`src/admc_pkg.sv`:
```
// Package for the audio DAC mode-control register bank.
// Assumes a 32-bit classic Wishbone slave, one word per register.
package admc_pkg;
   // Register indices and byte offsets (offset = 4 * index)
   localparam logic [6:0] IDX_ATT_LEFT = 7'h10;
   localparam logic [6:0] IDX_ATT_RIGHT = 7'h11;
   localparam logic [6:0] IDX_MUTE_RATE = 7'h12;
   localparam logic [6:0] IDX_CHAN_DEEMPH = 7'h13;
   localparam logic [6:0] IDX_FORMAT = 7'h14;
   localparam logic [6:0] IDX_PHASE_ZERO = 7'h16;
   localparam logic [6:0] IDX_STATUS = 7'h17;
   // Control word fields
   localparam int WORD_TOP = 15;
   localparam int IDX_LSB = 8;
   // Register 18 field positions
   localparam int POS_LEFT_MUTE = 0;
   localparam int POS_RIGHT_MUTE = 1;
   localparam int POS_OVER = 6;
   localparam int POS_SOFT_RESET = 7;
   // Register 19 field positions
   localparam int POS_LEFT_DIS = 0;
   localparam int POS_RIGHT_DIS = 1;
   localparam int POS_DEEMPH_EN = 4;
   localparam int POS_DEEMPH_RATE = 5;
   // Register 20 field positions
   localparam int POS_FORMAT = 0;
   localparam int POS_ROLLOFF = 5;
   // Register 22 field positions
   localparam int POS_PHASE = 0;
   localparam int POS_ZPOL = 1;
   localparam int POS_ZCOMB = 2;
   // Writable-bit masks (reserved bits read back zero)
   localparam logic [7:0] MASK_MUTE_RATE = 8'hC3;
   localparam logic [7:0] MASK_CHAN_DEEMPH = 8'h73;
   localparam logic [7:0] MASK_FORMAT = 8'h27;
   localparam logic [7:0] MASK_PHASE_ZERO = 8'h07;
   // Reset values
   localparam logic [7:0] RST_ATT = 8'hFF;
   localparam logic [7:0] RST_MUTE_RATE = 8'h00;
   localparam logic [7:0] RST_CHAN_DEEMPH = 8'h00;
   localparam logic [7:0] RST_FORMAT = 8'h05;
   localparam logic [7:0] RST_PHASE_ZERO = 8'h00;
   // Attenuator codes: at or below this level the output is silent
   localparam logic [7:0] ATT_SILENT = 8'h80;
   // Default sample rate and core clock rate
   localparam int CLK_HZ = 250000000;
   localparam int FS_HZ = 48000;
   // Ramp step: one 0.5 dB step every 8 sample periods
   localparam int STEP_SAMPLES = 8;
   localparam int STEP_CYCLES = (CLK_HZ / FS_HZ) * STEP_SAMPLES;
   // Format codes
   typedef enum logic [2:0] {
      FMT_RJ24 = 3'h0, FMT_RJ20 = 3'h1, FMT_RJ18 = 3'h2, FMT_RJ16 = 3'h3,
      FMT_I2S = 3'h4, FMT_LJ = 3'h5, FMT_RSV6 = 3'h6, FMT_RSV7 = 3'h7
   } admc_format_e;
endpackage : admc_pkg

```
`src/admc_regs.sv`:
```
// Audio DAC mode-control register bank behind a classic Wishbone slave.
// Assumes a synchronous Wishbone master on core_clk and zero-detect
// inputs from the converter core on the same clock.
//
// Behaviour
// - Mute set ramps attenuator down to silence
// - Mute cleared ramps back to programmed level
// - Mute zero means normal operation; resets zero
// - Two mute bits, each for own channel
// - Rate bit selects 32x or 64x oversampling
// - Soft reset restores all defaults
// - Disable bit holds channel at bipolar zero
// - De-emphasis applied only when enabled
// - Two-bit field picks de-emphasis sample rate
// - Three-bit field picks serial data format
// - Rolloff bit picks sharp or slow filter
// - Phase bit inverts analog output
// - Polarity bit sets zero flag active level
// - Combine bit merges zero flags onto one pin
// - Word: bit15 zero, index 14:8, data 7:0
//
// Design decisions made here: register access over Wishbone and the placing of the registers.
`timescale 1ns/1ns
module admc_regs
   import admc_pkg::*;
#(
   parameter int STEP_CYC = STEP_CYCLES
)
(
   input wire logic core_clk,
   input wire logic rst,
   input wire logic wb_cyc_i,
   input wire logic wb_stb_i,
   input wire logic wb_we_i,
   input wire logic [8:0] wb_adr_i,
   input wire logic [3:0] wb_sel_i,
   input wire logic [31:0] wb_dat_i,
   output logic [31:0] wb_dat_o,
   output logic wb_ack_o,
   input wire logic leftZeroDetect,
   input wire logic rightZeroDetect,
   output logic [7:0] leftAtt,
   output logic [7:0] rightAtt,
   output logic leftChannelDisable,
   output logic rightChannelDisable,
   output logic overRate64,
   output logic deemphEnable,
   output logic [1:0] deemphRateSel,
   output logic [2:0] serialFormatSel,
   output logic formatReserved,
   output logic rolloffSel,
   output logic phaseInvert,
   output logic rightZeroFlag,
   output logic leftZeroFlag
);
   // Register storage
   logic [7:0] attLeftReg;
   logic [7:0] attRightReg;
   logic [7:0] muteRateReg;
   logic [7:0] chanDeemphReg;
   logic [7:0] formatReg;
   logic [7:0] phaseZeroReg;
   logic softRst;
   logic [31:0] stepCnt;
   logic stepTick;
   logic [7:0] leftAttNow;
   logic [7:0] rightAttNow;

   // Bus decode: word address, 16-bit control word in low lanes
   wire logic busReq = wb_cyc_i && wb_stb_i && !wb_ack_o;
   wire logic [6:0] wordIdx = wb_adr_i[8:2];
   wire logic lowLanes = wb_sel_i[0] && wb_sel_i[1];
   // word check: bit 15 zero, embedded index matches
   wire logic wordOk = !wb_dat_i[WORD_TOP]
      && (wb_dat_i[14:IDX_LSB] == wordIdx) && lowLanes;
   wire logic doWrite = busReq && wb_we_i && wordOk;
   wire logic [7:0] wData = wb_dat_i[7:0];
   wire logic wrAttL = doWrite && (wordIdx == IDX_ATT_LEFT);
   wire logic wrAttR = doWrite && (wordIdx == IDX_ATT_RIGHT);
   wire logic wrMute = doWrite && (wordIdx == IDX_MUTE_RATE);
   wire logic wrChan = doWrite && (wordIdx == IDX_CHAN_DEEMPH);
   wire logic wrFmt = doWrite && (wordIdx == IDX_FORMAT);
   wire logic wrPhase = doWrite && (wordIdx == IDX_PHASE_ZERO);

   // Read-back data, index echoed in bits 14:8; unmapped reads zero
   logic [7:0] rdField;
   always_comb
   begin
      case (wordIdx)
         IDX_ATT_LEFT: rdField = attLeftReg;
         IDX_ATT_RIGHT: rdField = attRightReg;
         IDX_MUTE_RATE: rdField = muteRateReg;
         IDX_CHAN_DEEMPH: rdField = chanDeemphReg;
         IDX_FORMAT: rdField = formatReg;
         IDX_PHASE_ZERO: rdField = phaseZeroReg;
         IDX_STATUS: rdField = {6'h00,
            rightAttNow == ATT_SILENT, leftAttNow == ATT_SILENT};
         default: rdField = 8'h00;
      endcase
   end
   wire logic mapped = (wordIdx == IDX_ATT_LEFT)
      || (wordIdx == IDX_ATT_RIGHT) || (wordIdx == IDX_MUTE_RATE)
      || (wordIdx == IDX_CHAN_DEEMPH) || (wordIdx == IDX_FORMAT)
      || (wordIdx == IDX_PHASE_ZERO) || (wordIdx == IDX_STATUS);
   wire logic [31:0] rdWord = mapped ? {17'h00000, wordIdx, rdField}
      : 32'h00000000;

   // Bus answer: ack one cycle after request, dropped next cycle
   always_ff @(posedge core_clk or posedge rst)
   begin
      if (rst)
      begin
         wb_ack_o <= 1'b0;
         wb_dat_o <= 32'h00000000;
      end
      else
      begin
         wb_ack_o <= busReq;
         wb_dat_o <= busReq ? rdWord : 32'h00000000;
      end
   end

   // soft reset pulse taken from written bit
   always_ff @(posedge core_clk or posedge rst)
   begin
      if (rst)
         softRst <= 1'b0;
      else
         softRst <= wrMute && wData[POS_SOFT_RESET];
   end

   // Attenuation registers
   always_ff @(posedge core_clk or posedge rst)
   begin
      if (rst)
      begin
         attLeftReg <= RST_ATT;
         attRightReg <= RST_ATT;
      end
      else if (softRst)
      begin
         attLeftReg <= RST_ATT;
         attRightReg <= RST_ATT;
      end
      else
      begin
         if (wrAttL)
            attLeftReg <= wData;
         if (wrAttR)
            attRightReg <= wData;
      end
   end

   // mode registers, reset defaults, reserved bits dropped
   always_ff @(posedge core_clk or posedge rst)
   begin
      if (rst)
      begin
         muteRateReg <= RST_MUTE_RATE;
         chanDeemphReg <= RST_CHAN_DEEMPH;
         formatReg <= RST_FORMAT;
         phaseZeroReg <= RST_PHASE_ZERO;
      end
      else if (softRst)
      begin
         muteRateReg <= RST_MUTE_RATE;
         chanDeemphReg <= RST_CHAN_DEEMPH;
         formatReg <= RST_FORMAT;
         phaseZeroReg <= RST_PHASE_ZERO;
      end
      else
      begin
         // Soft reset bit is self-clearing, never stored
         if (wrMute)
            muteRateReg <= wData & MASK_MUTE_RATE & 8'h7F;
         if (wrChan)
            chanDeemphReg <= wData & MASK_CHAN_DEEMPH;
         if (wrFmt)
            formatReg <= wData & MASK_FORMAT;
         if (wrPhase)
            phaseZeroReg <= wData & MASK_PHASE_ZERO;
      end
   end

   // Shared 8/fS step strobe
   always_ff @(posedge core_clk or posedge rst)
   begin
      if (rst)
      begin
         stepCnt <= 32'h00000000;
         stepTick <= 1'b0;
      end
      else if (stepCnt == 32'(STEP_CYC - 1))
      begin
         stepCnt <= 32'h00000000;
         stepTick <= 1'b1;
      end
      else
      begin
         stepCnt <= stepCnt + 32'h00000001;
         stepTick <= 1'b0;
      end
   end

   admc_ramp leftRamp (
      .core_clk(core_clk),
      .rst(rst),
      .softRst(softRst),
      .stepTick(stepTick),
      .silenceRampEn(muteRateReg[POS_LEFT_MUTE]),
      .attenuationLevel(attLeftReg),
      .attNow(leftAttNow)
   );
   admc_ramp rightRamp (
      .core_clk(core_clk),
      .rst(rst),
      .softRst(softRst),
      .stepTick(stepTick),
      .silenceRampEn(muteRateReg[POS_RIGHT_MUTE]),
      .attenuationLevel(attRightReg),
      .attNow(rightAttNow)
   );

   // zero flag routing, combined flag needs both channels zero
   wire logic combine = phaseZeroReg[POS_ZCOMB];
   wire logic rawPin11 = combine ? (leftZeroDetect && rightZeroDetect)
      : rightZeroDetect;
   wire logic rawPin12 = combine ? 1'b0 : leftZeroDetect;
   // polarity; unassigned pin idles at inactive level
   wire logic pol = phaseZeroReg[POS_ZPOL];
   wire logic [2:0] fmtSel = formatReg[2:0];
   wire logic fmtReserved = (fmtSel == FMT_RSV6) || (fmtSel == FMT_RSV7);

   // Registered attenuator codes to the converter core
   always_ff @(posedge core_clk or posedge rst)
   begin
      if (rst)
      begin
         leftAtt <= RST_ATT;
         rightAtt <= RST_ATT;
      end
      else
      begin
         leftAtt <= leftAttNow;
         rightAtt <= rightAttNow;
      end
   end

   // Registered channel, rate and de-emphasis controls
   always_ff @(posedge core_clk or posedge rst)
   begin
      if (rst)
      begin
         leftChannelDisable <= 1'b0;
         rightChannelDisable <= 1'b0;
         overRate64 <= 1'b0;
         deemphEnable <= 1'b0;
         deemphRateSel <= 2'h0;
      end
      else
      begin
         leftChannelDisable <= chanDeemphReg[POS_LEFT_DIS];
         rightChannelDisable <= chanDeemphReg[POS_RIGHT_DIS];
         overRate64 <= muteRateReg[POS_OVER];
         deemphEnable <= chanDeemphReg[POS_DEEMPH_EN];
         deemphRateSel <= chanDeemphReg[POS_DEEMPH_RATE +: 2];
      end
   end

   // Registered format, filter and phase controls
   always_ff @(posedge core_clk or posedge rst)
   begin
      if (rst)
      begin
         serialFormatSel <= RST_FORMAT[2:0];
         formatReserved <= 1'b0;
         rolloffSel <= 1'b0;
         phaseInvert <= 1'b0;
      end
      else
      begin
         serialFormatSel <= fmtSel;
         formatReserved <= fmtReserved;
         rolloffSel <= formatReg[POS_ROLLOFF];
         phaseInvert <= phaseZeroReg[POS_PHASE];
      end
   end

   // Registered zero flags on the two flag pins
   always_ff @(posedge core_clk or posedge rst)
   begin
      if (rst)
      begin
         rightZeroFlag <= 1'b0;
         leftZeroFlag <= 1'b0;
      end
      else
      begin
         rightZeroFlag <= rawPin11 ^ pol;
         leftZeroFlag <= rawPin12 ^ pol;
      end
   end
endmodule : admc_regs

```
`src/admc_ramp.sv`:
```
// One channel's soft-mute attenuator ramp.
// Assumes a shared step strobe from the parent, one cycle per 8/fS.
`timescale 1ns/1ns
module admc_ramp
   import admc_pkg::*;
(
   input wire logic core_clk,
   input wire logic rst,
   input wire logic softRst,
   input wire logic stepTick,
   input wire logic silenceRampEn,
   input wire logic [7:0] attenuationLevel,
   output logic [7:0] attNow
);
   // Target is silence while muted, else the programmed level; codes
   // below silence are mute too, so the ramp never runs past silence
   wire logic levelMute = attenuationLevel < ATT_SILENT;
   wire logic [7:0] target = (silenceRampEn || levelMute) ? ATT_SILENT
      : attenuationLevel;
   wire logic below = attNow < target;
   wire logic above = attNow > target;
   logic [7:0] next_attNow;

   // one step toward target from current level
   always_comb
   begin
      next_attNow = attNow;
      if (stepTick && below)
         next_attNow = attNow + 8'h01;
      else if (stepTick && above)
         next_attNow = attNow - 8'h01;
   end

   // Ramp state register
   always_ff @(posedge core_clk or posedge rst)
   begin
      if (rst)
         attNow <= RST_ATT;
      else if (softRst)
         attNow <= RST_ATT;
      else
         attNow <= next_attNow;
   end
endmodule : admc_ramp

```
`config.mk`:
```
export PLATFORM = sky130hd
export DESIGN_NAME = admc_regs
export DESIGN_NICKNAME = d
export VERILOG_FILES = /design/src/admc_pkg.sv /design/src/admc_regs.sv /design/src/admc_ramp.sv
export SDC_FILE = /design/constraint.sdc
export NUM_CORES = 1
export LEC_CHECK = 0
export BUFFER_PORTS_ARGS = -buffer_cell sky130_fd_sc_hd__buf_2
export CORE_MARGIN = 2
export CORE_UTILIZATION = 60
export CTS_BUF_LIST = sky130_fd_sc_hd__clkbuf_4
export DETAILED_ROUTE_END_ITERATION = 6
export GPL_ROUTABILITY_DRIVEN = 0
export GPL_TIMING_DRIVEN = 0
export HOLD_SLACK_MARGIN = 0.02
export PLACE_DENSITY = 0.95
export SLEW_MARGIN = 40
export SYNTH_ARGS = -nofsm -noshare
export SYNTH_HDL_FRONTEND = slang
export SYNTH_SLANG_ARGS = --single-unit
```
`constraint.sdc`:
```
create_clock -name core_clk -period 5.9 [get_ports core_clk]
set_input_delay 0 -clock core_clk [delete_from_list [all_inputs] [get_ports core_clk]]
set_output_delay 0 -clock core_clk [all_outputs]
set_load 0.005 [all_outputs]
```
==> results.cfg, run 1 <==
[setup_path]
critPathKind = register to register
slowest_stage = dfstp_2
worst_path_largest_cell_delay_ns = 0.57
crit_family = compound AO/OA/AOI/OAI gates
cp_num_buf_inv = 1
cp.arrival_ns = 4.67
worstSetupEndpointType = register
crit_required_ns = 6.36
cp-start-kind = register
cp_max_fo = 13
path_cells = nor2b_1 > nand2_1 > ha_1 > a21o_1 > a221o_1 > a221oi_2 > inv_2 > ha_1 > nor2b_1 > a31oi_1 > a21oi_1 > mux2i_1 > mux2i_1

[hold_path]
min_path_type = input pin to register

[cells_and_area]
multi_input_area_sq_um = 2990
nets = 804
syn_to_final_growth_pct = 19.3
design_area_sq_um = 7670
insertedDiodeCount = 0
regArea_sq_um = 3240
drive_gt1_share_pct = 27.0
fillers = 648

[job]
maxCapViolations = 0

[clock_tree]
htree_levels = 4
clk_path_buf_depth = 2
clk-insertion-delay-late_ns = 0.55
clkSinkCount = 127
numCtsBuffers = 17
cts_tree = done
root_buffer = clkbuf_4
clk_pin_slew_ns = 0.12
postCtsSetupBuffers = 0

[synthesis]
synth_most_common_cell = dfrtp_1
synth_common_cells = dfrtp_1, nor2_1, dfstp_2
synth_top_cell_by_area = dfrtp_1
async_reset_ff_share_pct = 100
yosys-top-cells-area = dfrtp_1, dfstp_2, ha_1, xnor2_1, a211o_1
synth_edf_count = 0
synth_flop_cell = dfrtp_1
syn_area_sq_um = 6430
syn_area_per_cell_sq_um = 11.1
synth_top_area_share_pct = 29.2
yosysWarnings = 0
ys_seq_area_share_pct = 50.4
synth-seq-cells = 127
ys_types = 54
synthCells = 580

[power]
ir_drop_uv = 150
pwr-share-seq_pct = 51.4
internal_power_uw = 1300
clockPowerShare_pct = 43.4
combPwrFrac_pct = 5.3
power_per_cell_area_nw_per_um2 = 222
p_leak_uw = 0.00390
swShare_pct = 23.9
switchingPower_uw = 408

[sta]
slew_headroom_pct = 61.4
setup_tns_ns = 0
fin_crit_sh_pct = 71.4
hold_viol = 0
setup_viol = 0
timing.fmax_mhz = 238
holdWs_ns = 0.0661
rsz0062_at_grt = false
slew_viol_final = 0
post-route-min-period_ns = 4.21
tightest_slew_ns = 0.575
fin_skew_ns = 0.0237

[global_routing]
grt_pass1_vias = 5071
grt_usage_pct = 26.1
antenna_found_initial = 0
grt_pass1_wl_um = 23700
grt_start_max_net_pins = 73
overflow = 0

[floorplanning]
num_rows = 37
die_width_um = 108
ios = 115
start_util_pct = 62.0
dieArea_sq_um = 11600
dieHeight_um = 108
coreArea_sq_um = 10400

[drt]
drc = 0
vias = 5003
antenna_left = 0
drt-wirelength-per-cell_um = 16.8
drt-total-wl_um = 14500
first_pass_iters = 7
vias_per_cell = 5.76
initialDrtViolationCount = 414

[outcome]
status = finished clean

[placed_design]
dpl.hpwl_um = 10100
post_dp_cell_area_sq_um = 7100
io_buffers = 77
cell usage in the layout, fill, tap and decap left out, types with 6 or more instances in the layout:
master / count
a21oi_1: 17
mux2i_1: 22
nor3_1: 8
conb_1: 22
ha_1: 31
and3_1: 11
nor2b_1: 28
dfstp_2: 52
a31oi_1: 7
nor2_1: 54
clkbuf_4: 17
a211o_1: 27
dfrtp_1: 75
nand4_1: 8
buf_2: 78
nand2b_1: 6
clkbuf_1: 11
inv_1: 19
xor2_1: 17
and2_1: 6
xnor2_1: 32
nor4_1: 7
buf_4: 17
nand2_1: 38
dlygate4sd3_1: 21
nand3_1: 23
repair_timing:
item,CTS,global route
resized for setup,0,0
hold buffers,21,0
hold endpoints to repair,152,0
worst paths after layout:
| path | from | endpoint | slack [ns] | depth (start not counted) |
|---|---|---|---|---|
| worst max-delay path | attLeftReg[7] | leftRamp.attNow[7] | 1.69 | 13 |
| worst min register to register | formatReg[0] | serialFormatSel[0] | 0.40 | 0 |
| max in group asynchronous | rst | attRightReg[2] | 4.60 | 5 |
| worst max register to register | attLeftReg[7] | leftRamp.attNow[7] | 1.69 | 13 |
| worst min-delay path | wb_adr_i[5] | wb_dat_o[6] | 0.07 | 5 |
| min in group asynchronous | rst | wb_dat_o[11] | 0.61 | 4 |
cells by family after synthesis:
family | count (synthesis) | synth area share, %
fa+ha+maj | 33 | 6.65
flops | 127 | 50.4
other cells | 1 | 0.0583
mux | 25 | 3.95
compound gates | 79 | 9.16
xor+xnor | 49 | 6.67
simple gates | 213 | 18.7
buf+inv | 53 | 4.34
registers in the layout, indices dropped and copies added (netlist names), 2 cells and up:
name / flops
attLeftReg: 8
attRightReg: 8
chanDeemphReg: 5
deemphRateSel: 2
formatReg: 4
leftAtt: 8
leftRamp.attNow: 8
muteRateReg: 3
phaseZeroReg: 3
rightAtt: 8
rightRamp.attNow: 8
serialFormatSel: 3
stepCnt: 32
wb_dat_o: 15
worst reg2reg max path, stage by stage (launching register included):
cell and delay (ns):
dfstp_2 0.57, nor2b_1 0.39, nand2_1 0.12, ha_1 0.31
a21o_1 0.18, a221o_1 0.37, a221oi_2 0.45, inv_2 0.21
ha_1 0.37, nor2b_1 0.20, a31oi_1 0.15, a21oi_1 0.27
mux2i_1 0.29, mux2i_1 0.24
final cells by class:
type                       count  area share, %
tap                          136           2.22
sequential                   127           42.3
inverter                      21           1.13
timing repair buffer          99           8.12
buffer                        32           2.61
clock inverter                15           3.02
multi-input combinational    421           39.0
clock buffer                  17           1.66
power by group through the flow:
stage | sequential [uW] | combinational [uW] | clock [uW]
final | 875 | 90.1 | 739
after CTS | 875 | 89.1 | 748
after detailed placement | 890 | 79.0 | 0
after global placement | 890 | 73.4 | 0
after global routing | 876 | 99.1 | 792
after floorplan | 891 | 46.8 | 0
metrics by stage:
step	power, uW	std cells	setup WS, ns	utilization, %
after floorplan	937	601	2.27	-
after global placement	963	814	1.51	68.1
after detailed placement	969	815	1.87	68.5
after CTS	1710	868	1.75	74.0
after global routing	1770	868	1.57	74.0
final	1700	868	1.69	74.0
routing by layer:
metal  track usage [%]  part of all wire, %
met5                 0                    0
met4              11.7                  3.7
met3              6.30                  6.5
met2              44.6                   51
met1              31.2                   39
Power figures use the tool's default switching activity.
==> run 2, diff against run 1 <==
ABC_AREA = 1   (was unset)
CORE_UTILIZATION = 53   (was 60)
PLACE_DENSITY = 0.89   (was 0.95)
clock period = 3.85 ns   (was 5.9 ns; I/O delays follow)
==> run 2 against run 1 <==
Net effect:
- combinational power increased by 53%
- clock power grew 19%
- synthesized area increased by 7.2%
- first-iteration DRC count down 4.6%
- sequential power is 54% higher
- critical path type unchanged
==> results.cfg, run 2 <==
[clock_tree]
clk_pin_slew_ns = 0.12
numCtsBuffers = 17
clk-insertion-delay-late_ns = 0.55
cts_resized = 0
cts_tree = done
postCtsSetupBuffers = 0
root_buffer = clkbuf_4
clkSinkCount = 127
htree_levels = 4
clk_path_buf_depth = 2
cts_hold_buffers = 21

[synthesis]
synth_top_cell_by_area = dfrtp_1
synth_flop_cell = dfrtp_1
synth_common_cells = nand2_1, inv_1, nor2_1
synth-seq-cells = 127
synth_most_common_cell = nand2_1
yosysWarnings = 0
syn_area_per_cell_sq_um = 8.30
yosys-top-cells-area = dfrtp_1, dfstp_2, nand2_1, inv_1, ha_1
syn_area_sq_um = 6900
synth_edf_count = 0
synthCells = 831
ys_types = 41
ys_seq_area_share_pct = 47.0
synth_top_area_share_pct = 27.2
async_reset_ff_share_pct = 100

[sta]
setup_viol = 0
fin_crit_sh_pct = 88.4
timing.fmax_mhz = 294
post-route-min-period_ns = 3.40
hold_viol = 0
rsz0062_at_grt = false
slew_viol_final = 0
tightest_slew_ns = 0.619
fin_skew_ns = 0.0236
slew_headroom_pct = 58.7

[hold_path]
hold_depth = 8
min_to = phaseZeroReg[0]
min_from = wb_dat_i[15]
min_path_type = input pin to register

[setup_path]
worst_path_largest_cell_delay_ns = 0.55
cp-start-kind = register
cp_common_cell = nand3_1
path_cells = inv_1 > nor2_1 > nand2_1 > ha_1 > nand3_1 > nand3_1 > nor2_2 > nand2_1 > ha_1 > a21oi_1 > o21ai_0 > a21oi_1 > nand3_1 > nand3_1 > nand2_1 > inv_1
worstSetupEndpointType = register
slowest_stage = dfstp_2
r2r_end = rightRamp.attNow[7]
cp.arrival_ns = 3.89
critPathKind = register to register
cp_max_fo = 13
r2r_slack_ns = 0.45
crit_required_ns = 4.34
rr_worst_depth = 16
worstReg2RegStart = attRightReg[7]

[drt]
vias_per_cell = 5.05
drt-wirelength-per-cell_um = 13.1
vias = 5839
antenna_left = 0
initialDrtViolationCount = 395
drt-total-wl_um = 15100
first_pass_iters = 7
drc = 0

[power]
power_per_cell_area_nw_per_um2 = 293
p_leak_uw = 0.00425
ir_drop_uv = 271

[cells_and_area]
fin_cells = 1156
reg_top3 = stepCnt (32), wb_dat_o (15)
nets = 1055
top_register = stepCnt
layout_common_cells = nand2_1, inv_1, nor2_1
syn_to_final_growth_pct = 17.3
design_area_sq_um = 8090
drive_gt1_share_pct = 22.2
largest_reg_flops = 32
final_util_pct = 63.9
final_common_cell = nand2_1
fillers = 1084

[global_routing]
grt_pass1_vias = 5668
grt_pass1_wl_um = 25700
grt_start_max_net_pins = 86
antenna_found_initial = 1
grt_usage_pct = 23.0
overflow = 0

[placed_design]
dpl.hpwl_um = 10900
io_buffers = 77
place_inst = 1102
post_dp_cell_area_sq_um = 7610

[job]
maxCapViolations = 0

[floorplanning]
die_width_um = 118
dieArea_sq_um = 13900
ios = 115
coreArea_sq_um = 12700
start_util_pct = 54.4
num_rows = 41
dieHeight_um = 118

[outcome]
status = finished clean
==> run 2: how the worst max path moves through the flow <==
stage                   startpoint                  end  slack [ns]  depth (start not counted)
finish              attRightReg[7]  rightRamp.attNow[7]        0.45                         16
global route        attRightReg[7]  rightRamp.attNow[5]        0.16                         15
CTS                 attRightReg[7]  rightRamp.attNow[7]        0.50                         16
floorplan                      rst     chanDeemphReg[0]        0.55                          1
global placement               rst          wb_dat_o[9]       -0.72                          2
detailed placement  attRightReg[7]  rightRamp.attNow[7]        0.54                         16
==> run 2: power by group <==
part           internal, uW  leakage, uW  switching [uW]  total (uW)
combinational          58.9      0.00255            79.4         138
clock                   400     0.000150             477         877
sequential             1350      0.00155            4.68        1350
total                  1810      0.00425             561        2370
==> run 2: cell type report <==
type / instances / area [sq um] / share of cell area, %
inverters: 116 / 445 / 5.50
diodes: 1 / 2.50 / 0.0309
clock buffers: 20 / 150 / 1.86
flip-flops and latches: 127 / 3240 / 40.1
plain buffers: 22 / 161 / 1.99
multi-input cells: 587 / 3130 / 38.7
well taps: 172 / 215 / 2.66
repair buffers: 99 / 623 / 7.70
clock inverters: 12 / 119 / 1.47
==> run 2: routing by layer <==
layer | global-route usage (%) | vias up | share of wire, %
li1 | - | 2900 | -
met1 | 29.1 | 2716 | 44
met3 | 6.10 | 36 | 5.8
met4 | 10.1 | 0 | 2.7
met2 | 37.0 | 187 | 47
met5 | 0 | - | 0
==> run 2: cells by family after synthesis <==
family / count (synthesis) / synth area share (%)
simple gates: 418 / 26.8
buf+inv: 138 / 8.69
flops: 127 / 47.0
compound gates: 73 / 5.97
xor+xnor: 41 / 5.21
fa+ha+maj: 33 / 6.21
other cells: 1 / 0.0544
==> run 2: critical path, delay by kind of cell (launching register included) <==
family	cells	cell delay [ns]
AOI/OAI and AO/OA	3	0.59
adders and majority gates	2	0.81
buffers and inverters	2	0.13
DFF	1	0.55
and+or+nand+nor	9	1.30
==> run 2: per-stage QoR <==
stage	hold WS (ns)	worst slack [ns]	total power (uW)	setup TNS [ns]
after global routing	0.0706	0.156	2470	0
final	0.0595	0.447	2370	0
after detailed placement	-0.000930	0.539	1500	0
after global placement	0.245	-0.721	1490	-53.42
after floorplan	0.127	0.552	1450	0
after CTS	0.0232	0.499	2390	0
==> run 3, diff against run 2 <==
CORE_UTILIZATION = 30   (was 53)
PLACE_DENSITY = 0.6   (was 0.89)
==> run 3 against run 2 <==
Net effect:
- critical endpoint unchanged
- largest power group unchanged
- critical path depth is the same
- count of clock-buffer cells in the layout is 3 lower
- sequential share of layout area fell by 0.75 points
- design area rose by 1.9%
==> results.cfg, run 3 (same netlist as run 2, synthesis figures left out) <==
[outcome]
status = finished clean

[setup_path]
critPathKind = register to register
cp_num_buf_inv = 2
crit_family = simple AND/OR/NAND/NOR gates
worst_path_largest_cell_delay_ns = 0.55
r2r_slack_ns = 0.35
cp.arrival_ns = 4.00
cp-start-kind = register
slowest_stage = dfstp_2
cp_common_cell = nand3_1
worstSetupEndpointType = register
crit_required_ns = 4.35
path_cells = inv_1 > nor2_1 > nand2_1 > ha_1 > nand3_1 > nand3_1 > nor2_2 > nand2_1 > ha_1 > a21oi_1 > o21ai_0 > a21oi_1 > nand3_1 > nand3_1 > nand2_1 > inv_1
cp_max_fo = 13

[floorplanning]
dieHeight_um = 156
num_rows = 55
ios = 115
dieArea_sq_um = 24200
die_width_um = 156
coreArea_sq_um = 22600
start_util_pct = 30.5

[global_routing]
grt.busiest_layer = met2
grtUsageMet1_pct = 18.1
overflow = 0
antenna_found_initial = 0
grt_pass1_vias = 5498
grt_pass1_wl_um = 26900
grtUsageMet2_pct = 23.2
grt_usage_pct = 14.1
grt_start_max_net_pins = 67
use_met3_pct = 4.28

[power]
ir_drop_uv = 206
p_leak_uw = 0.00425
power_per_cell_area_nw_per_um2 = 295

[sta]
hold_viol = 0
fin_skew_ns = 0.0251
slew_viol_final = 0
fin_crit_sh_pct = 90.9
setup_viol = 0
rsz0062_at_grt = false
tightest_slew_ns = 0.685
slew_headroom_pct = 54.3
timing.fmax_mhz = 286
post-route-min-period_ns = 3.50
holdWs_ns = 0.0687

[clock_tree]
clkSinkCount = 127
clk_path_buf_depth = 2
htree_levels = 4
root_buffer = clkbuf_4
clk_pin_slew_ns = 0.13
postCtsSetupBuffers = 0
cts_tree = done
cts_resized = 0
cts_hold_buffers = 21
numCtsBuffers = 17
clk-insertion-delay-late_ns = 0.55

[drt]
drc = 0
vias_per_cell = 4.47
drt-wirelength-per-cell_um = 13.0
initialDrtViolationCount = 403
antenna_left = 0
vias = 5670
drt-total-wl_um = 16400
first_pass_iters = 5

[cells_and_area]
reg_top3 = stepCnt (32), wb_dat_o (15)
layout_common_cells = nand2_1, inv_1, nor2_1
insertedDiodeCount = 0
top_register = stepCnt
final_util_pct = 36.5
final_common_cell = nand2_1
largest_reg_flops = 32
drive_gt1_share_pct = 22.3
syn_to_final_growth_pct = 19.6
nets = 1055

[placed_design]
dpl.hpwl_um = 12200
io_buffers = 77

[job]
maxCapViolations = 0

[hold_path]
min_path_type = input pin to register
run 3: cell count changes in the layout (fill, tap and decap cells not counted):
cell / change
diode_2: -1
clkinv_2: -2
clkinv_1: -1
inv_6: +5
clkinvlp_4: +1
clkbuf_4: -3
run 3: report_power, final:
group,switching [uW],internal [uW]
registers,4.82,1350
logic,78.1,58.8
clock network,552,393
run 3: path summary, 6_finish.rpt:
check	from	endpoint	cells after the start
worst max-delay path	attRightReg[7]	rightRamp.attNow[7]	16
min in group asynchronous	rst	deemphRateSel[1]	4
worst min register to register	formatReg[0]	serialFormatSel[0]	0
worst max register to register	attRightReg[7]	rightRamp.attNow[7]	16
max in group asynchronous	rst	leftAtt[0]	5
worst min-delay path	wb_dat_i[15]	phaseZeroReg[0]	8
run 3: cell type report:
| cell class | count | area, sq um |
|---|---|---|
| timing repair buffer | 99 | 623 |
| clock inverter | 15 | 156 |
| sequential | 127 | 3240 |
| tap | 285 | 357 |
| buffer | 22 | 161 |
| inverter | 116 | 445 |
| fill | 2312 | 14300 |
| clock buffer | 17 | 128 |
| multi-input combinational | 587 | 3130 |
run 3: worst reg2reg max path: cells and delay by family (launching register included):
family                     cells  cell delay, ns
and+or+nand+nor                9            1.41
adders and majority gates      2            0.81
AOI/OAI and AO/OA              3            0.59
DFF                            1            0.55
buffers and inverters          2            0.12
run 3: metrics by stage:
step / std cells / worst slack (ns) / TNS, ns / total power [uW] / instance area, sq um
2_1_floorplan: 852 / 0.552 / 0 / 1450 / 6970
3_3_place_gp: 1214 / -1.06 / -78.59 / 1490 / 7720
3_5_place_dp: 1215 / 0.379 / 0 / 1500 / 7750
4_1_cts: 1268 / 0.371 / 0 / 2480 / 8250
5_1_grt: 1268 / 0.0474 / 0 / 2560 / 8250
6_report: 1268 / 0.352 / 0 / 2430 / 8250
run 3: per-layer routing:
| layer | up-vias | share of wire [%] |
|---|---|---|
| met5 | - | 0 |
| met4 | 0 | 1.4 |
| met3 | 16 | 5.1 |
| met2 | 133 | 46 |
| met1 | 2616 | 47 |
| li1 | 2905 | - |
